## src/include/dbg_comms_pkg.sv

```systemverilog
// Shared constants for the debug comms and monitor block
package dbg_comms_pkg;
    localparam int DATA_W = 32;
    localparam int ADDR_W = 8;
    // Register byte offsets
    localparam logic [ADDR_W-1:0] OFS_COMMS_CTRL = 8'h00;
    localparam logic [ADDR_W-1:0] OFS_RX_DATA = 8'h04;
    localparam logic [ADDR_W-1:0] OFS_TX_DATA = 8'h08;
    localparam logic [ADDR_W-1:0] OFS_DEBUG_CTRL = 8'h0c;
    localparam logic [ADDR_W-1:0] OFS_MON_STATUS = 8'h10;
    localparam logic [ADDR_W-1:0] OFS_WP_CTRL = 8'h14;
    localparam logic [ADDR_W-1:0] OFS_WP_ADDR = 8'h18;
    localparam logic [ADDR_W-1:0] OFS_WP_MASK = 8'h1c;
    localparam logic [ADDR_W-1:0] OFS_BP_ADDR = 8'h20;
    // Field positions
    localparam int BIT_READ_FULL = 0;
    localparam int BIT_WRITE_FULL = 1;
    localparam int BIT_MON_EN = 4;
    localparam int BIT_DBG_ABORT = 0;
    localparam int BIT_WP_EN = 0;
    localparam int BIT_WP_RW = 1;
    localparam int BIT_WP_RW_CARE = 2;
    localparam int BIT_WP_PRIV = 3;
    localparam int BIT_WP_PRIV_CARE = 4;
    localparam int BIT_WP_EXT = 5;
    localparam int BIT_WP_SIZE_LO = 6;
    localparam int BIT_WP_SIZE_CARE = 8;
    localparam int BIT_BP_EN = 9;
    localparam int BIT_BP_CHAIN = 10;
    localparam int BIT_BP_PRIV = 11;
    localparam int BIT_BP_PRIV_CARE = 12;
    localparam int BIT_BP_SIZE = 13;
    localparam int BIT_BP_SIZE_CARE = 14;
    localparam int WP_CTRL_W = 15;
    // Scan shift register length: 32 data bits, one direction bit
    localparam int SCAN_W = 33;
    localparam logic [1:0] RESP_OKAY = 2'b00;
    localparam logic [1:0] RESP_SLVERR = 2'b10;
    localparam logic [DATA_W-1:0] ZERO_WORD = 32'h0000_0000;
endpackage

```

## src/logic/jtag_scan_port.sv

```systemverilog
// Debugger-side scan port on the sampled JTAG clock
module jtag_scan_port
    import dbg_comms_pkg::*;
(
    input wire logic aclk,
    input wire logic aresetn,
    input wire logic tck,
    input wire logic tdi,
    input wire logic tms,
    output logic tdo,
    input wire logic [DATA_W-1:0] tx_word,
    input wire logic tx_full,
    input wire logic rx_full,
    output logic rx_load,
    output logic [DATA_W-1:0] rx_word,
    output logic tx_taken
);
    logic [2:0] tck_s;
    logic [1:0] tdi_s;
    logic [1:0] tms_s;
    logic [SCAN_W-1:0] shreg;
    logic [5:0] cnt;
    logic tck_rise;
    logic tck_fall;

    // --------------------------------------------------------------
    // Synchronisers and edge detect
    // --------------------------------------------------------------
    always_ff @(posedge aclk) begin
        if (!aresetn) begin
            tck_s <= 3'h0;
            tdi_s <= 2'h0;
            tms_s <= 2'h0;
        end else begin
            tck_s <= {tck_s[1:0], tck};
            tdi_s <= {tdi_s[0], tdi};
            tms_s <= {tms_s[0], tms};
        end
    end
    assign tck_rise = tck_s[1] & ~tck_s[2];
    assign tck_fall = ~tck_s[1] & tck_s[2];

    // --------------------------------------------------------------
    // Frame: tms high; bit 32 set means write into receive word
    // --------------------------------------------------------------
    always_ff @(posedge aclk) begin
        if (!aresetn) begin
            shreg <= '0;
            cnt <= 6'h00;
            rx_load <= 1'b0;
            rx_word <= ZERO_WORD;
            tx_taken <= 1'b0;
        end else begin
            rx_load <= 1'b0;
            tx_taken <= 1'b0;
            if (tck_rise && tms_s[1]) begin
                if (cnt == 6'h00) begin
                    shreg <= {tx_full, tx_word};
                    cnt <= 6'h01;
                end else begin
                    shreg <= {tdi_s[1], shreg[SCAN_W-1:1]};
                    if (cnt == 6'(SCAN_W)) begin
                        cnt <= 6'h00;
                        if (tdi_s[1]) begin
                            // Deposit only while the receive word is free
                            if (!rx_full) begin
                                rx_load <= 1'b1;
                                rx_word <= shreg[SCAN_W-1:1];
                            end
                        end else begin
                            tx_taken <= tx_full;
                        end
                    end else begin
                        cnt <= cnt + 6'h01;
                    end
                end
            end else if (tck_rise) begin
                cnt <= 6'h00;
            end
        end
    end

    always_ff @(posedge aclk) begin
        if (!aresetn) begin
            tdo <= 1'b0;
        end else if (tck_fall) begin
            tdo <= shreg[0];
        end
    end
endmodule

```

## src/logic/watch_unit.sv

```systemverilog
// One comparator unit for breakpoints or watchpoints
module watch_unit
    import dbg_comms_pkg::*;
(
    input wire logic aclk,
    input wire logic aresetn,
    input wire logic upd,
    input wire logic enable,
    input wire logic [DATA_W-1:0] cmp_addr,
    input wire logic [DATA_W-1:0] cmp_mask,
    input wire logic [DATA_W-1:0] bus_addr,
    input wire logic valid,
    input wire logic qual_ok,
    output logic hit
);
    logic upd_q;

    // Suppress for the cycle of a register update and the cycle after
    always_ff @(posedge aclk) begin
        if (!aresetn) begin
            upd_q <= 1'b0;
        end else begin
            upd_q <= upd;
        end
    end

    // Address compare only; no data value and no range compare
    always_comb begin
        hit = enable && valid && qual_ok && !upd && !upd_q &&
            (((bus_addr ^ cmp_addr) & ~cmp_mask) == ZERO_WORD);
    end
endmodule

```

## src/logic/debug_comms_monitor.sv

```systemverilog
// Debug comms channel and monitor-mode abort logic with AXI4-Lite access
// Function
// - Read-full low while receive word empty
// - Debugger scan write sets read-full
// - Processor read of receive word clears read-full
// - Monitor mode only when bit four set
// - Breakpoint prefetch abort, watchpoint data abort
// - No data-value compare, no range compare
// - Qualify by address, external, privilege, direction, size
// - External condition qualifies watchpoints, and breakpoints only through the chain
// - Monitor abort sets debug abort flag
// - Core keeps running; watch registers stay writable
// - Watch register write suppresses matches that cycle
// - Processor write to transmit word sets write-full
// - Debugger scan read clears write-full
// - External abort wins, flag stays unchanged
//
// Implementation choices: the AXI4-Lite slave port and the placing of the registers.
module debug_comms_monitor
    import dbg_comms_pkg::*;
(
    input wire logic aclk,
    input wire logic aresetn,
    input wire logic [ADDR_W-1:0] s_axi_awaddr,
    input wire logic s_axi_awvalid,
    output logic s_axi_awready,
    input wire logic [DATA_W-1:0] s_axi_wdata,
    input wire logic [3:0] s_axi_wstrb,
    input wire logic s_axi_wvalid,
    output logic s_axi_wready,
    output logic [1:0] s_axi_bresp,
    output logic s_axi_bvalid,
    input wire logic s_axi_bready,
    input wire logic [ADDR_W-1:0] s_axi_araddr,
    input wire logic s_axi_arvalid,
    output logic s_axi_arready,
    output logic [DATA_W-1:0] s_axi_rdata,
    output logic [1:0] s_axi_rresp,
    output logic s_axi_rvalid,
    input wire logic s_axi_rready,
    input wire logic tck,
    input wire logic tdi,
    input wire logic tms,
    output logic tdo,
    input wire logic [DATA_W-1:0] instr_addr,
    input wire logic instr_valid,
    input wire logic instr_privilege_indicator,
    input wire logic instr_state_size_indicator,
    input wire logic [DATA_W-1:0] data_addr,
    input wire logic data_valid,
    input wire logic data_write,
    input wire logic data_privilege_indicator,
    input wire logic [1:0] data_access_size,
    input wire logic external_watch_condition,
    input wire logic ext_abort_instr,
    input wire logic ext_abort_data,
    output logic prefetch_abort,
    output logic data_abort,
    output logic read_full,
    output logic write_full
);
    logic [DATA_W-1:0] rx_data;
    logic [DATA_W-1:0] tx_data;
    logic [DATA_W-1:0] debug_ctrl;
    logic [WP_CTRL_W-1:0] wp_ctrl;
    logic [DATA_W-1:0] wp_addr;
    logic [DATA_W-1:0] wp_mask;
    logic [DATA_W-1:0] bp_addr;
    logic debug_abort_flag;
    logic [1:0] ext_s;
    logic [ADDR_W-1:0] aw_addr;
    logic aw_have;
    logic [DATA_W-1:0] w_data;
    logic [3:0] w_strb;
    logic w_have;
    logic wr_go;
    logic rd_go;
    logic coproc_read_transfer;
    logic rx_load;
    logic [DATA_W-1:0] rx_word;
    logic tx_taken;
    logic tx_load;
    logic mon_en;
    logic wp_upd;
    logic bp_upd;
    logic wp_qual;
    logic bp_qual;
    logic wp_hit;
    logic bp_hit;
    logic bp_raw;
    logic [DATA_W-1:0] next_word;

    // --------------------------------------------------------------
    // AXI4-Lite write channel
    // --------------------------------------------------------------
    assign wr_go = aw_have && w_have && !s_axi_bvalid;
    always_ff @(posedge aclk) begin
        if (!aresetn) begin
            aw_have <= 1'b0;
            aw_addr <= '0;
            s_axi_awready <= 1'b0;
        end else begin
            s_axi_awready <= 1'b0;
            if (wr_go) begin
                aw_have <= 1'b0;
            end else if (s_axi_awvalid && !aw_have && !s_axi_awready) begin
                s_axi_awready <= 1'b1;
                aw_have <= 1'b1;
                aw_addr <= s_axi_awaddr;
            end
        end
    end
    always_ff @(posedge aclk) begin
        if (!aresetn) begin
            w_have <= 1'b0;
            w_data <= ZERO_WORD;
            w_strb <= 4'h0;
            s_axi_wready <= 1'b0;
        end else begin
            s_axi_wready <= 1'b0;
            if (wr_go) begin
                w_have <= 1'b0;
            end else if (s_axi_wvalid && !w_have && !s_axi_wready) begin
                s_axi_wready <= 1'b1;
                w_have <= 1'b1;
                w_data <= s_axi_wdata;
                w_strb <= s_axi_wstrb;
            end
        end
    end
    always_ff @(posedge aclk) begin
        if (!aresetn) begin
            s_axi_bvalid <= 1'b0;
            s_axi_bresp <= RESP_OKAY;
        end else if (wr_go) begin
            s_axi_bvalid <= 1'b1;
            case (aw_addr)
                OFS_COMMS_CTRL, OFS_TX_DATA, OFS_DEBUG_CTRL, OFS_MON_STATUS,
                OFS_WP_CTRL, OFS_WP_ADDR, OFS_WP_MASK, OFS_BP_ADDR:
                    s_axi_bresp <= RESP_OKAY;
                default: s_axi_bresp <= RESP_SLVERR;
            endcase
        end else if (s_axi_bready) begin
            s_axi_bvalid <= 1'b0;
        end
    end

    // Byte-lane merge of the pending write onto an old value
    function automatic logic [DATA_W-1:0] merge(
        input logic [DATA_W-1:0] old);
        logic [DATA_W-1:0] r;
        r = old;
        for (int i = 0; i < 4; i++) begin
            if (w_strb[i]) begin
                r[i*8 +: 8] = w_data[i*8 +: 8];
            end
        end
        return r;
    endfunction

    always_comb begin
        next_word = merge({{(DATA_W-WP_CTRL_W){1'b0}}, wp_ctrl});
    end

    assign tx_load = wr_go && aw_addr == OFS_TX_DATA;
    assign wp_upd = wr_go && (aw_addr == OFS_WP_CTRL ||
        aw_addr == OFS_WP_ADDR || aw_addr == OFS_WP_MASK);
    assign bp_upd = wr_go && (aw_addr == OFS_WP_CTRL ||
        aw_addr == OFS_BP_ADDR);

    // --------------------------------------------------------------
    // Configuration registers, writable while the core runs
    // --------------------------------------------------------------
    always_ff @(posedge aclk) begin
        if (!aresetn) begin
            debug_ctrl <= ZERO_WORD;
            wp_ctrl <= '0;
            wp_addr <= ZERO_WORD;
            wp_mask <= ZERO_WORD;
            bp_addr <= ZERO_WORD;
            tx_data <= ZERO_WORD;
        end else if (wr_go) begin
            case (aw_addr)
                OFS_DEBUG_CTRL: debug_ctrl <= merge(debug_ctrl);
                OFS_WP_CTRL: wp_ctrl <= next_word[WP_CTRL_W-1:0];
                OFS_WP_ADDR: wp_addr <= merge(wp_addr);
                OFS_WP_MASK: wp_mask <= merge(wp_mask);
                OFS_BP_ADDR: bp_addr <= merge(bp_addr);
                OFS_TX_DATA: tx_data <= merge(tx_data);
                default: ;
            endcase
        end
    end

    // --------------------------------------------------------------
    // Comms flags; the setting event wins over the clear
    // --------------------------------------------------------------
    always_ff @(posedge aclk) begin
        if (!aresetn) begin
            read_full <= 1'b0;
            rx_data <= ZERO_WORD;
        end else if (rx_load) begin
            read_full <= 1'b1;
            rx_data <= rx_word;
        end else if (coproc_read_transfer) begin
            read_full <= 1'b0;
        end
    end
    always_ff @(posedge aclk) begin
        if (!aresetn) begin
            write_full <= 1'b0;
        end else if (tx_load) begin
            write_full <= 1'b1;
        end else if (tx_taken) begin
            write_full <= 1'b0;
        end
    end

    jtag_scan_port u_scan (
        .aclk(aclk),
        .aresetn(aresetn),
        .tck(tck),
        .tdi(tdi),
        .tms(tms),
        .tdo(tdo),
        .tx_word(tx_data),
        .tx_full(write_full),
        .rx_full(read_full),
        .rx_load(rx_load),
        .rx_word(rx_word),
        .tx_taken(tx_taken)
    );

    // --------------------------------------------------------------
    // AXI4-Lite read channel
    // --------------------------------------------------------------
    assign rd_go = s_axi_arvalid && s_axi_arready;
    assign coproc_read_transfer = rd_go && s_axi_araddr == OFS_RX_DATA;
    always_ff @(posedge aclk) begin
        if (!aresetn) begin
            s_axi_arready <= 1'b0;
        end else begin
            s_axi_arready <= s_axi_arvalid && !s_axi_arready &&
                !s_axi_rvalid;
        end
    end
    always_ff @(posedge aclk) begin
        if (!aresetn) begin
            s_axi_rvalid <= 1'b0;
            s_axi_rdata <= ZERO_WORD;
            s_axi_rresp <= RESP_OKAY;
        end else if (rd_go) begin
            s_axi_rvalid <= 1'b1;
            s_axi_rresp <= RESP_OKAY;
            s_axi_rdata <= ZERO_WORD;
            case (s_axi_araddr)
                OFS_COMMS_CTRL: begin
                    s_axi_rdata[BIT_READ_FULL] <= read_full;
                    s_axi_rdata[BIT_WRITE_FULL] <= write_full;
                end
                OFS_RX_DATA: s_axi_rdata <= rx_data;
                OFS_TX_DATA: s_axi_rdata <= tx_data;
                OFS_DEBUG_CTRL: s_axi_rdata <= debug_ctrl;
                OFS_MON_STATUS: s_axi_rdata[BIT_DBG_ABORT] <= debug_abort_flag;
                OFS_WP_CTRL: s_axi_rdata[WP_CTRL_W-1:0] <= wp_ctrl;
                OFS_WP_ADDR: s_axi_rdata <= wp_addr;
                OFS_WP_MASK: s_axi_rdata <= wp_mask;
                OFS_BP_ADDR: s_axi_rdata <= bp_addr;
                default: s_axi_rresp <= RESP_SLVERR;
            endcase
        end else if (s_axi_rready) begin
            s_axi_rvalid <= 1'b0;
        end
    end

    // --------------------------------------------------------------
    // Monitor-mode match logic
    // --------------------------------------------------------------
    always_ff @(posedge aclk) begin
        if (!aresetn) begin
            ext_s <= 2'h0;
        end else begin
            ext_s <= {ext_s[0], external_watch_condition};
        end
    end
    assign mon_en = debug_ctrl[BIT_MON_EN];

    // Only these qualifiers exist
    always_comb begin
        wp_qual = (!wp_ctrl[BIT_WP_RW_CARE] ||
                   data_write == wp_ctrl[BIT_WP_RW]) &&
            (!wp_ctrl[BIT_WP_PRIV_CARE] ||
                   data_privilege_indicator == wp_ctrl[BIT_WP_PRIV]) &&
            (!wp_ctrl[BIT_WP_SIZE_CARE] ||
                   data_access_size == wp_ctrl[BIT_WP_SIZE_LO +: 2]) &&
            (!wp_ctrl[BIT_WP_EXT] || ext_s[1]);
        bp_qual = (!wp_ctrl[BIT_BP_PRIV_CARE] ||
                   instr_privilege_indicator == wp_ctrl[BIT_BP_PRIV]) &&
            (!wp_ctrl[BIT_BP_SIZE_CARE] ||
                   instr_state_size_indicator == wp_ctrl[BIT_BP_SIZE]);
    end

    watch_unit u_wp (
        .aclk(aclk),
        .aresetn(aresetn),
        .upd(wp_upd),
        .enable(wp_ctrl[BIT_WP_EN] && mon_en),
        .cmp_addr(wp_addr),
        .cmp_mask(wp_mask),
        .bus_addr(data_addr),
        .valid(data_valid),
        .qual_ok(wp_qual),
        .hit(wp_hit)
    );
    watch_unit u_bp (
        .aclk(aclk),
        .aresetn(aresetn),
        .upd(bp_upd),
        .enable(wp_ctrl[BIT_BP_EN] && mon_en),
        .cmp_addr(bp_addr),
        .cmp_mask(ZERO_WORD),
        .bus_addr(instr_addr),
        .valid(instr_valid),
        .qual_ok(bp_qual),
        .hit(bp_raw)
    );
    // Chained breakpoint needs the watchpoint condition as well
    assign bp_hit = bp_raw && (!wp_ctrl[BIT_BP_CHAIN] || wp_hit);

    // --------------------------------------------------------------
    // Abort outputs and sticky debug abort flag
    // --------------------------------------------------------------
    always_ff @(posedge aclk) begin
        if (!aresetn) begin
            prefetch_abort <= 1'b0;
            data_abort <= 1'b0;
        end else begin
            prefetch_abort <= bp_hit || (instr_valid && ext_abort_instr);
            data_abort <= wp_hit || (data_valid && ext_abort_data);
        end
    end
    always_ff @(posedge aclk) begin
        if (!aresetn) begin
            debug_abort_flag <= 1'b0;
        end else if ((bp_hit && !ext_abort_instr) ||
                     (wp_hit && !ext_abort_data)) begin
            debug_abort_flag <= 1'b1;
        end else if (wr_go && aw_addr == OFS_MON_STATUS && w_strb[0]) begin
            debug_abort_flag <= w_data[BIT_DBG_ABORT];
        end
    end

    // --------------------------------------------------------------
    // Checks
    // --------------------------------------------------------------
    AST_RX_SET: assert property (@(posedge aclk) disable iff (!aresetn)
        rx_load |=> read_full && rx_data == $past(rx_word))
        else $error("read-full not set after scan deposit");
    AST_RX_CLR: assert property (@(posedge aclk) disable iff (!aresetn)
        coproc_read_transfer && !rx_load |=> !read_full)
        else $error("read-full not cleared by processor read");
    AST_NO_OVERRUN: assert property (@(posedge aclk) disable iff (!aresetn)
        rx_load |-> !read_full)
        else $error("deposit while receive word full");
    AST_TX_SET: assert property (@(posedge aclk) disable iff (!aresetn)
        tx_load |=> write_full)
        else $error("write-full not set");
    AST_TX_CLR: assert property (@(posedge aclk) disable iff (!aresetn)
        tx_taken && !tx_load |=> !write_full)
        else $error("write-full not cleared");
    AST_MON_OFF: assert property (@(posedge aclk) disable iff (!aresetn)
        !mon_en |-> !bp_hit && !wp_hit)
        else $error("match outside monitor mode");
    AST_WP_ABORT: assert property (@(posedge aclk) disable iff (!aresetn)
        wp_hit |=> data_abort)
        else $error("watchpoint gave no data abort");
    AST_BP_ABORT: assert property (@(posedge aclk) disable iff (!aresetn)
        bp_hit |=> prefetch_abort)
        else $error("breakpoint gave no prefetch abort");
    AST_FLAG_SET: assert property (@(posedge aclk) disable iff (!aresetn)
        wp_hit && !ext_abort_data |=> debug_abort_flag)
        else $error("debug abort flag not set");
    AST_EXT_WINS: assert property (@(posedge aclk) disable iff (!aresetn)
        !bp_hit && wp_hit && ext_abort_data && !wr_go |=> $stable(debug_abort_flag))
        else $error("flag changed under external abort");
    AST_UPD_MASK: assert property (@(posedge aclk) disable iff (!aresetn)
        wp_upd |-> !wp_hit ##1 !wp_hit)
        else $error("watchpoint matched during update");
endmodule

```

## config.mk

```make
export PLATFORM = sky130hd
export DESIGN_NAME = debug_comms_monitor
export DESIGN_NICKNAME = d
export VERILOG_FILES = /design/src/include/dbg_comms_pkg.sv /design/src/logic/jtag_scan_port.sv /design/src/logic/watch_unit.sv /design/src/logic/debug_comms_monitor.sv
export SDC_FILE = /design/constraint.sdc
export NUM_CORES = 1
export LEC_CHECK = 0
export ABC_AREA = 1
export BUFFER_PORTS_ARGS = -buffer_cell sky130_fd_sc_hd__buf_2
export CAP_MARGIN = 20
export CORE_MARGIN = 3
export CORE_UTILIZATION = 58
export CTS_CLUSTER_DIAMETER = 80
export DETAILED_ROUTE_END_ITERATION = 8
export MAX_ROUTING_LAYER = met4
export PLACE_DENSITY = 0.79
export SLEW_MARGIN = 20
export SYNTH_ARGS = -nofsm -noshare
export SYNTH_HDL_FRONTEND = slang
export SYNTH_SLANG_ARGS = --single-unit
```

## constraint.sdc

```tcl
create_clock -name aclk -period 2 [get_ports aclk]
set_input_delay 0.1 -clock aclk [delete_from_list [all_inputs] [get_ports aclk]]
set_output_delay 0.1 -clock aclk [all_outputs]
set_load 0.03 [all_outputs]
```

* Yosys cells after proc, flatten, opt, wreduce, memory -nomap -nowiden
Cells that the tools add are included.
** Storage, ports and cells
- Output and inout port bits :: 46
- Register bits :: 384
- Logic and storage cells :: 225
- Bits in latches :: 0
- Memories :: 0
- Bits in read-only memories :: 0
- Input port bits :: 137
- Memory bits (writable) :: 0
** Operators by class
- Reductions and logical operators :: 111
- $mul :: 0
- Mux-type cells :: 24
- Add/sub/neg operators :: 1
- Divide/modulo/power cells :: 0
- Bitwise logic cells :: 15
- Shift operators :: 0
- Equality and inequality tests :: 21
- Magnitude comparators :: 0
** Operators by type and width (number)
- one-hot mux 17 bit (6 select lines) :: 1
- one-hot mux 13 bit (7 select lines) :: 1
- AND reduction 3 bit :: 22
- == test 8 x 5 -> 1 bit, second input constant :: 8
- logical NOT 32 bit :: 2
- XOR 32 bit :: 2
- logical AND 1 bit :: 37
- 2-to-1 mux 33 bit :: 1
- bitwise AND 32 bit :: 1
- == test 8 x 4 -> 1 bit, second input constant :: 4
- NOT 32 bit :: 1
- 2-to-1 mux 6 bit :: 4
- logical NOT 1 bit :: 20
- == test 8 x 6 -> 1 bit, second input constant :: 2
- logical NOT 8 bit :: 2
- logical OR 1 bit :: 13
- 2-to-1 mux 1 bit :: 13
- nonzero test 2 bit :: 6
- OR reduction 5 bit :: 2
- NOT 1 bit :: 9
- one-hot mux 1 bit (9 select lines) :: 1
- OR reduction 9 bit :: 1
- == test 8 x 3 -> 1 bit, second input constant :: 1
- one-hot mux 1 bit (8 select lines) :: 1
- 11 further kinds :: 17

* Longest topological paths before layout
Gate-level depths: netlist of run 1.
- Depth in word-level cells :: 14
- Depth in mapped cells :: 12
- Mapped depth without buffers :: 11

* Hierarchy
Synthesis of run 1 repeated with hierarchy kept, for this count alone.
** Unflattened totals
- Cells, all modules :: 2487
- Area, all modules :: 17322.9 um2
** Modules (own cells, without submodules)
- debug_comms_monitor :: area each 12139.1 um2, cells an instance 1593, instances 1, sequential area each 5985.7 um2
- jtag_scan_port :: area each 3802.4 um2, cells an instance 586, instances 1, sequential area each 1621.6 um2
- watch_unit :: area each 690.7 um2, cells an instance 154, instances 2, sequential area each 20.0 um2

* Least setup slack after synthesis of run 1
No wires, ideal clock.
- Path type :: flip-flop to flip-flop
- Start :: reg s_axi_bvalid
- End :: reg wp_mask[6]
- Cell stages (with the launch flop) :: 9
- Arrival time :: 1.619 ns
- Slack :: 0.295 ns
- Buffers on the path :: 1
- Library setup time :: 0.086 ns
- Cell sequence :: dfxtp_1 nor2_1 nand2_1 nor2_1 inv_1 nor2_1 buf_2 nor2_1 a211oi_1
** On the way
- Longest elaborated chain between the ends :: 3
** RTL lines
- from (decl) :: RTL line debug_comms_monitor.sv:32 : output logic s_axi_bvalid,
- from (signal assigned) :: RTL line debug_comms_monitor.sv:133 : s_axi_bvalid <= 1'b0;
- from (signal assigned) :: RTL line debug_comms_monitor.sv:136 : s_axi_bvalid <= 1'b1;
- from (signal assigned) :: RTL line debug_comms_monitor.sv:144 : s_axi_bvalid <= 1'b0;
- logical NOT 1 bit :: RTL line debug_comms_monitor.sv:96 : assign wr_go = aw_have && w_have && !s_axi_bvalid;
- logical AND 1 bit :: RTL line debug_comms_monitor.sv:96
- AND reduction 3 bit (no source line)
- to (signal assigned) :: RTL line debug_comms_monitor.sv:187 : OFS_WP_MASK: wp_mask <= merge(wp_mask);
- to (decl) :: RTL line debug_comms_monitor.sv:67 : logic [DATA_W-1:0] wp_mask;
Every way passes these cells.
A chain may end at the register's enable or synchronous reset.

* Worst setup path after layout of run 1
- Start :: reg u_scan.cnt[1]
- End :: reg u_scan.rx_word[11]
** On the way
- Longest elaborated chain between the ends :: 3
- Elaborated cells between the ends (all ways) :: 4
- Those cells by class :: eq/ne (1); bitwise (1); reduce/logical (2)
** RTL lines
- from (decl) :: RTL line jtag_scan_port.sv:22 : logic [5:0] cnt;
- from (signal assigned) :: RTL line jtag_scan_port.sv:74 : cnt <= cnt + 6'h01;
- logical NOT 6 bit :: RTL line jtag_scan_port.sv:57 : if (cnt == 6'h00) begin
- NOT 1 bit (no source line)
- AND reduction 5 bit (no source line) (*)
- to (signal assigned) :: RTL line jtag_scan_port.sv:68 : rx_word <= shreg[SCAN_W-1:1];
- to (decl) :: RTL line jtag_scan_port.sv:15 : output logic [DATA_W-1:0] rx_word,
Every way passes the cells marked *; elsewhere a longest branch is shown, timed or not.

==> results of run 1 <==
-- repair_timing --
item / 4_1_cts / 5_1_grt
hold buffers: 64 / 0
setup endpoints to repair: 0 / 29
gates resized for setup: 0 / 8
hold endpoints to repair: 84 / 0
buffers inserted: 0 / 4
-- power groups by stage --
stage / clock network [mW] / registers (mW) / logic, mW
global route: 8.37 / 7.80 / 1.29
floorplan: 0 / 7.99 / 0.548
detailed placement: 0 / 7.96 / 1.03
CTS: 8.05 / 7.79 / 1.14
finish: 8.07 / 7.80 / 1.20
global placement: 0 / 7.95 / 1.01
-- cells in the mapped netlist (3+ instances only) --
cell / instances
o22ai_1: 25
nand2_1: 296
a211oi_1: 40
or2_2: 3
a21oi_1: 370
buf_1: 3
o21ai_0: 324
clkbuf_1: 91
a31oi_1: 12
inv_1: 283
dfxtp_1: 382
o21ai_1: 28
xnor2_1: 4
nand4_1: 9
ha_1: 3
nand3b_1: 3
buf_6: 3
a41oi_1: 3
nor2_1: 173
buf_2: 33
nor3_1: 13
xor2_1: 15
nand3_1: 97
-- worst reg2reg max path, cell delays in order (launching register included) --
cell	delay, ns
dfxtp_1	0.37
inv_1	0.08
ha_1	0.19
nand4_1	0.17
nand2_2	0.11
nor4_4	0.27
buf_4	0.18
buf_6	0.20
o21ai_1	0.08
a21oi_1	0.13
-- registers in the layout, summed over array words and instances, names as in the netlist, 2 cells and up --
| signal | cells |
|---|---|
| u_scan.tck_s | 3 |
| aw_addr | 8 |
| wp_addr | 32 |
| ext_s | 2 |
| s_axi_rdata | 32 |
| tx_data | 32 |
| bp_addr | 32 |
| debug_ctrl | 32 |
| u_scan.tdi_s | 2 |
| u_scan.rx_word | 32 |
| w_strb | 4 |
| w_data | 32 |
| wp_ctrl | 15 |
| u_scan.tms_s | 2 |
| rx_data | 32 |
| u_scan.shreg | 33 |
| u_scan.cnt | 6 |
| wp_mask | 32 |
-- worst paths after layout --
path,startpoint,cells after the start,slack [ns],endpoint
max,u_scan.cnt[1]$_SDFFE_PN0P_,9,0.14,u_scan.rx_word[11]$_SDFFE_PN0P_
min,s_axi_wvalid,3,0.06,w_data[24]$_SDFFE_PN0P_
max reg2reg,u_scan.cnt[1]$_SDFFE_PN0P_,9,0.14,u_scan.rx_word[11]$_SDFFE_PN0P_
min reg2reg,u_scan.tck_s[0]$_SDFF_PN0_,2,0.42,u_scan.tck_s[1]$_SDFF_PN0_
-- layout make-up --
| class | count | area (sq um) |
|---|---|---|
| Sequential cell | 382 | 7649 |
| Fill cell | 2139 | 7537 |
| Multi-Input combinational cell | 1432 | 6928 |
| Timing Repair Buffer | 304 | 2102 |
| Clock buffer | 54 | 1125 |
| Inverter | 286 | 1075 |
| Tap cell | 372 | 465.4 |
| Clock inverter | 17 | 292.8 |
| Antenna cell | 1 | 2.502 |
-- layer usage --
metal	up-vias	wire, microns	global-route usage [%]
met5	-	0	-
met2	1024	22770	50.22
met3	132	6178	5.665
met4	0	1850	11.25
met1	7631	21680	47.85
li1	7842	-	-
-- kinds of logic after synthesis --
group	share of synthesized area (%)
XOR/XNOR	1.028
AO/OA/AOI/OAI	26.01
adder cells (fa/ha/maj)	0.2318
AND/OR/NAND/NOR	15.35
buffers and inverters	10.13
flip-flops	47.23
other	0.02316
-- stage by stage --
step | power [mW] | cell area, sq um | hold WS (ns)
after floorplan | 8.542 | 16200 | 0.1976
after global placement | 8.965 | 17500 | 0.2877
after detailed placement | 8.986 | 17500 | 0.2899
after CTS | 16.98 | 19560 | 0.1293
after global routing | 17.47 | 19640 | 0.07876
final | 17.07 | 19640 | 0.05810
==> flow_summary.json, run 1 <==
{
  "drive_gt1_share_pct": 12.97,
  "clock_path_buffers": 3,
  "cts_root_buf": "clkbuf_16",
  "crit_fanout": 16,
  "internal_power_mw": 13.12,
  "layout.nets": 2586,
  "status": "finished, final reports clean",
  "grt_pass1_wl_microns": 81040,
  "ys_types": 37,
  "antenna_found_initial": 0,
  "cts_made_buffers": 40,
  "power_density_nw_per_um2": 869.1,
  "synthTopCellsByArea": "dfxtp_1 (47%), a21oi_1 (11%), o21ai_0 (10%)",
  "cts_sinks": 382,
  "layout_commonest_cell": "dfxtp_1",
  "synth_edf_count": 0,
  "layout_common_cells": "dfxtp_1 (381), a21oi_1 (370), o21ai_0 (324), nand2_1 (295), inv_1 (283)",
  "initial_utilization_pct": 59.58,
  "dieArea_sq_um": 29960,
  "p_sw_share_pct": 23.11,
  "ant_nets": 0,
  "fin_crit_sh_pct": 93.14,
  "drc": 0,
  "syn_area_sq_um": 16190,
  "path_cells": "inv_1 > ha_1 > nand4_1 > nand2_2 > nor4_4 > buf_4 > buf_6 > o21ai_1 > a21oi_1",
  "stdcell_count": 2848,
  "synth-seq-cells": 382,
  "postLayoutCoreUtil_pct": 72.27,
  "final.setup_skew_ns": 0.01770,
  "firstDrtPassIters": 8,
  "row_count": 60,
  "syn_to_final_growth_pct": 21.29,
  "clkLatencyLatePin_ns": 0.53,
  "htreeDepth": 2,
  "drt_wl_total_microns": 52480,
  "clock.fmax_ghz": 0.5368,
  "synth_top_area_cell": "dfxtp_1",
  "period_minus_slack_ns": 1.863,
  "grt_usage_pct": 34.07,
  "die_x_microns": 173.1,
  "p_seq_share_pct": 45.7,
  "crit_required_ns": 2.45,
  "peakVddDrop_mv": 0.6306,
  "vias": 16630,
  "die_y_microns": 173.1,
  "slew_headroom_pct": 55.83,
  "grt-ovfl-total": 0,
  "finalSetupTns_ns": 0,
  "dp.cells": 2706,
  "ys_seq_area_share_pct": 47.23,
  "finalMaxSlewViolations": 0,
  "critPathKind": "reg -> reg",
  "yosysTopAreaCellShare_pct": 47.23,
  "async_reset_ff_share_pct": 0,
  "start_kind": "flip-flop",
  "grt_pass1_vias": 15400,
  "ys.flop_type": "dfxtp_1",
  "drv_cap": 0,
  "pwr-share-comb_pct": 7.1,
  "clk_pin_slew_ns": 0.06,
  "hold_viol_final": 0,
  "wl_per_cell_microns": 18.43,
  "p_leak_nw": 8.092,
  "viasPerCell": 5.839,
  "io_pins": 183,
  "max_stage_delay_ns": 0.37,
  "p_sw_mw": 3.944,
  "cp.buffers_inverters": 3,
  "syn_area_per_cell_sq_um": 7.258,
  "layout_setup_ws_ns": 0.1372,
  "hold_path_class": "in -> reg",
  "cp-end-kind": "flip-flop",
  "setup_viol": 0,
  "p_clk_share_pct": 47.3,
  "gp_congestion": 0.9682,
  "pre_cts_ws_ns": 0.1791,
  "dp_hpwl_microns": 34320,
  "cts_tree": "done",
  "critPathArrivalTime_ns": 2.32,
  "core_area_sq_um": 27180,
  "crit_family": "simple AND/OR/NAND/NOR gates",
  "cp_slowest_cell": "dfxtp_1",
  "tightest_slew_ns": 0.6625,
  "syn_inst": 2231,
  "io_buffer_count": 180,
  "yosys_warnings": 0,
  "grt_max_degree": 104,
  "drt-initial-drc-count": 2338
}
(Power assumes the default switching activity.)
==> inputs of run 2 (changes only) <==
CORE_UTILIZATION = 53   (was 58)
PLACE_DENSITY = 0.76   (was 0.79)
clock period = 1.7 ns   (was 2 ns; I/O delays follow)
==> run 2 against run 1 <==
Net effect:
- critical path type unchanged
- critical path depth unchanged
- combinational power rose by 26%
- sequential cell count did not move
- sequential power is 18% higher
- first-iteration DRC count shrank 0.34%
- worst setup slack worse by 0.29 ns
- the run now ends with negative setup slack left
- die area is 9.1% higher
- clock power grew 13%
- cell area is 5.0% higher
==> flow_summary.json, run 2 (same netlist as run 1, synthesis figures left out) <==
{
  "status": "finished with violations",
  "violations": "negative setup slack",
  "tightest_slew_ns": 0.5330,
  "core_area_sq_um": 29870,
  "rr_worst_depth": 9,
  "row_count": 63,
  "vias": 17110,
  "grt-ovfl-total": 0,
  "antenna_found_initial": 0,
  "die_y_microns": 180.8,
  "largest_reg_flops": 33,
  "wl_per_cell_microns": 19.58,
  "grt_pass1_wl_microns": 82580,
  "peakVddDrop_mv": 0.6720,
  "r2r_slack_ns": -0.15,
  "crit_required_ns": 2.15,
  "start_kind": "flip-flop",
  "min_from": "s_axi_araddr[5]",
  "cp-end-kind": "flip-flop",
  "setup_viol": 56,
  "layout_setup_ws_ns": -0.1518,
  "ant_nets": 0,
  "clkLatencyLatePin_ns": 0.53,
  "timing.rr.start": "u_scan.tck_s[1]$_SDFF_PN0_",
  "crit_fanout": 8,
  "final.setup_skew_ns": 0.01051,
  "fin_crit_sh_pct": 108.9,
  "drt_wl_total_microns": 57080,
  "drv_cap": 0,
  "clock_path_buffers": 3,
  "hold_path_class": "in -> reg",
  "slew_headroom_pct": 64.43,
  "drive_gt1_share_pct": 18.53,
  "dieArea_sq_um": 32680,
  "die_x_microns": 180.8,
  "grt_pass1_vias": 15470,
  "top_register": "u_scan.shreg",
  "placed_cell_area_sq_um": 17790,
  "layout_common_cells": "dfxtp_1 (376), a21oi_1 (349), o21ai_0 (293), nand2_1 (287), inv_1 (274)",
  "totalPowerFinal_mw": 19.81,
  "htreeDepth": 2,
  "drc": 0,
  "cp_slowest_cell": "nor4_4",
  "syn_to_final_growth_pct": 27.35,
  "postLayoutCoreUtil_pct": 69.02,
  "io_pins": 183,
  "design_area_sq_um": 20620,
  "whs_path_depth": 5,
  "whs_endpoint": "s_axi_rdata[28]$_SDFFE_PN0P_",
  "critPathArrivalTime_ns": 2.31,
  "grt_max_degree": 73,
  "dp_hpwl_microns": 35240,
  "gp_congestion": 0.9600,
  "rr_endpoint": "u_scan.rx_word[16]$_SDFFE_PN0P_",
  "clk_pin_slew_ns": 0.07,
  "grt_usage_pct": 31.83,
  "period_minus_slack_ns": 1.852,
  "cts_root_buf": "clkbuf_16",
  "path_cells": "inv_2 > or2_4 > nor2_8 > nand2_4 > nor4_4 > buf_4 > clkbuf_16 > o21ai_2 > a21oi_2",
  "critPathKind": "reg -> reg",
  "layout.nets": 2636,
  "diodes": 0,
  "initial_utilization_pct": 54.20,
  "power_density_nw_per_um2": 960.7,
  "cts_made_buffers": 40,
  "hold_viol_final": 0,
  "p_leak_nw": 8.458,
  "rsz0062_at_grt": "true",
  "clock.fmax_ghz": 0.5400,
  "cts_sinks": 382,
  "cts_tree": "done",
  "drt-initial-drc-count": 2330,
  "viasPerCell": 5.871,
  "finalMaxSlewViolations": 0,
  "layout_commonest_cell": "dfxtp_1",
  "max_stage_delay_ns": 0.34,
  "io_buffer_count": 180,
  "firstDrtPassIters": 8
}
[run 2: cell types whose count changed in the layout (fill, tap and decap cells not counted), sizes merged]
cell / delta
diode: -1
dlygate4sd3: -4
clkinvlp: -2
clkinv: +2
buf: +46
bufinv: -3
clkbuf: +11
[run 2: critical path, delay by kind of cell, from the launching register on]
kind	cells	cell delay, ns
AO/OA/AOI/OAI	2	0.19
buffers and inverters	3	0.42
flip-flops	1	0.33
AND/OR/NAND/NOR	4	0.83
[run 2: layout make-up]
type | instances | area (sq um)
fillers | 2330 | 9254
flip-flops and latches | 382 | 7657
multi-input cells | 1432 | 7282
repair buffers | 354 | 2759
clock buffers | 57 | 1156
inverters | 286 | 1080
well taps | 390 | 488.0
clock inverters | 14 | 198.9
[run 2: through the flow]
step / TNS [ns] / std cells / hold WS, ns / setup slack (ns)
2_1_floorplan: 0 / 2232 / 0.1826 / 0.003876
3_3_place_gp: -0.2511 / 2744 / 0.2691 / -0.05842
3_5_place_dp: -0.4763 / 2744 / 0.2723 / -0.04929
4_1_cts: 0 / 2880 / 0.1287 / 0.004933
5_1_grt: -12.40 / 2915 / 0.1934 / -0.2325
6_report: -5.089 / 2915 / 0.1607 / -0.1518
[run 2: power breakdown]
group / internal, mW / leakage (nW) / switching, mW
Sequential: 9.10 / 3.09 / 0.0714
Clock: 5.49 / 0.672 / 3.64
Combinational: 0.523 / 4.69 / 0.988
Total: 15.1 / 8.46 / 4.70
[run 2: metal layers]
metal / vias to the layer above / part of all wire (%) / global-route usage, %
li1: 7939 / - / -
met1: 7952 / 41 / 44.79
met2: 1063 / 45 / 47.81
met3: 160 / 11 / 5.235
met4: 0 / 3.2 / 8.566
met5: - / 0 / -
[run 2: worst max-delay path by stage]
stage / startpoint / to / slack [ns] / cells past startpoint
floorplan: u_scan.tck_s[1]$_SDFF_PN0_ / u_scan.rx_word[10]$_SDFFE_PN0P_ / 0.004 / 8
global placement: s_axi_araddr[3] / s_axi_rdata[13]$_SDFFE_PN0P_ / -0.06 / 10
detailed placement: aw_addr[6]$_SDFFE_PN0P_ / tx_data[24]$_SDFFE_PN0P_ / -0.05 / 10
CTS: u_scan.cnt[0]$_SDFFE_PN0P_ / u_scan.rx_word[3]$_SDFFE_PN0P_ / 0.005 / 9
global route: u_scan.tck_s[1]$_SDFF_PN0_ / u_scan.rx_word[0]$_SDFFE_PN0P_ / -0.23 / 9
finish: u_scan.tck_s[1]$_SDFF_PN0_ / u_scan.rx_word[16]$_SDFFE_PN0P_ / -0.15 / 9
[run 2: what timing repair did]
action | 4_1_cts | 5_1_grt
endpoints found under the setup margin | 56 | 208
gates cloned | 3 | 19
hold buffers | 60 | 0
resized for setup | 9 | 167
endpoints found under the hold margin | 73 | 0
setup buffers | 2 | 18
pin swaps | 0 | 22
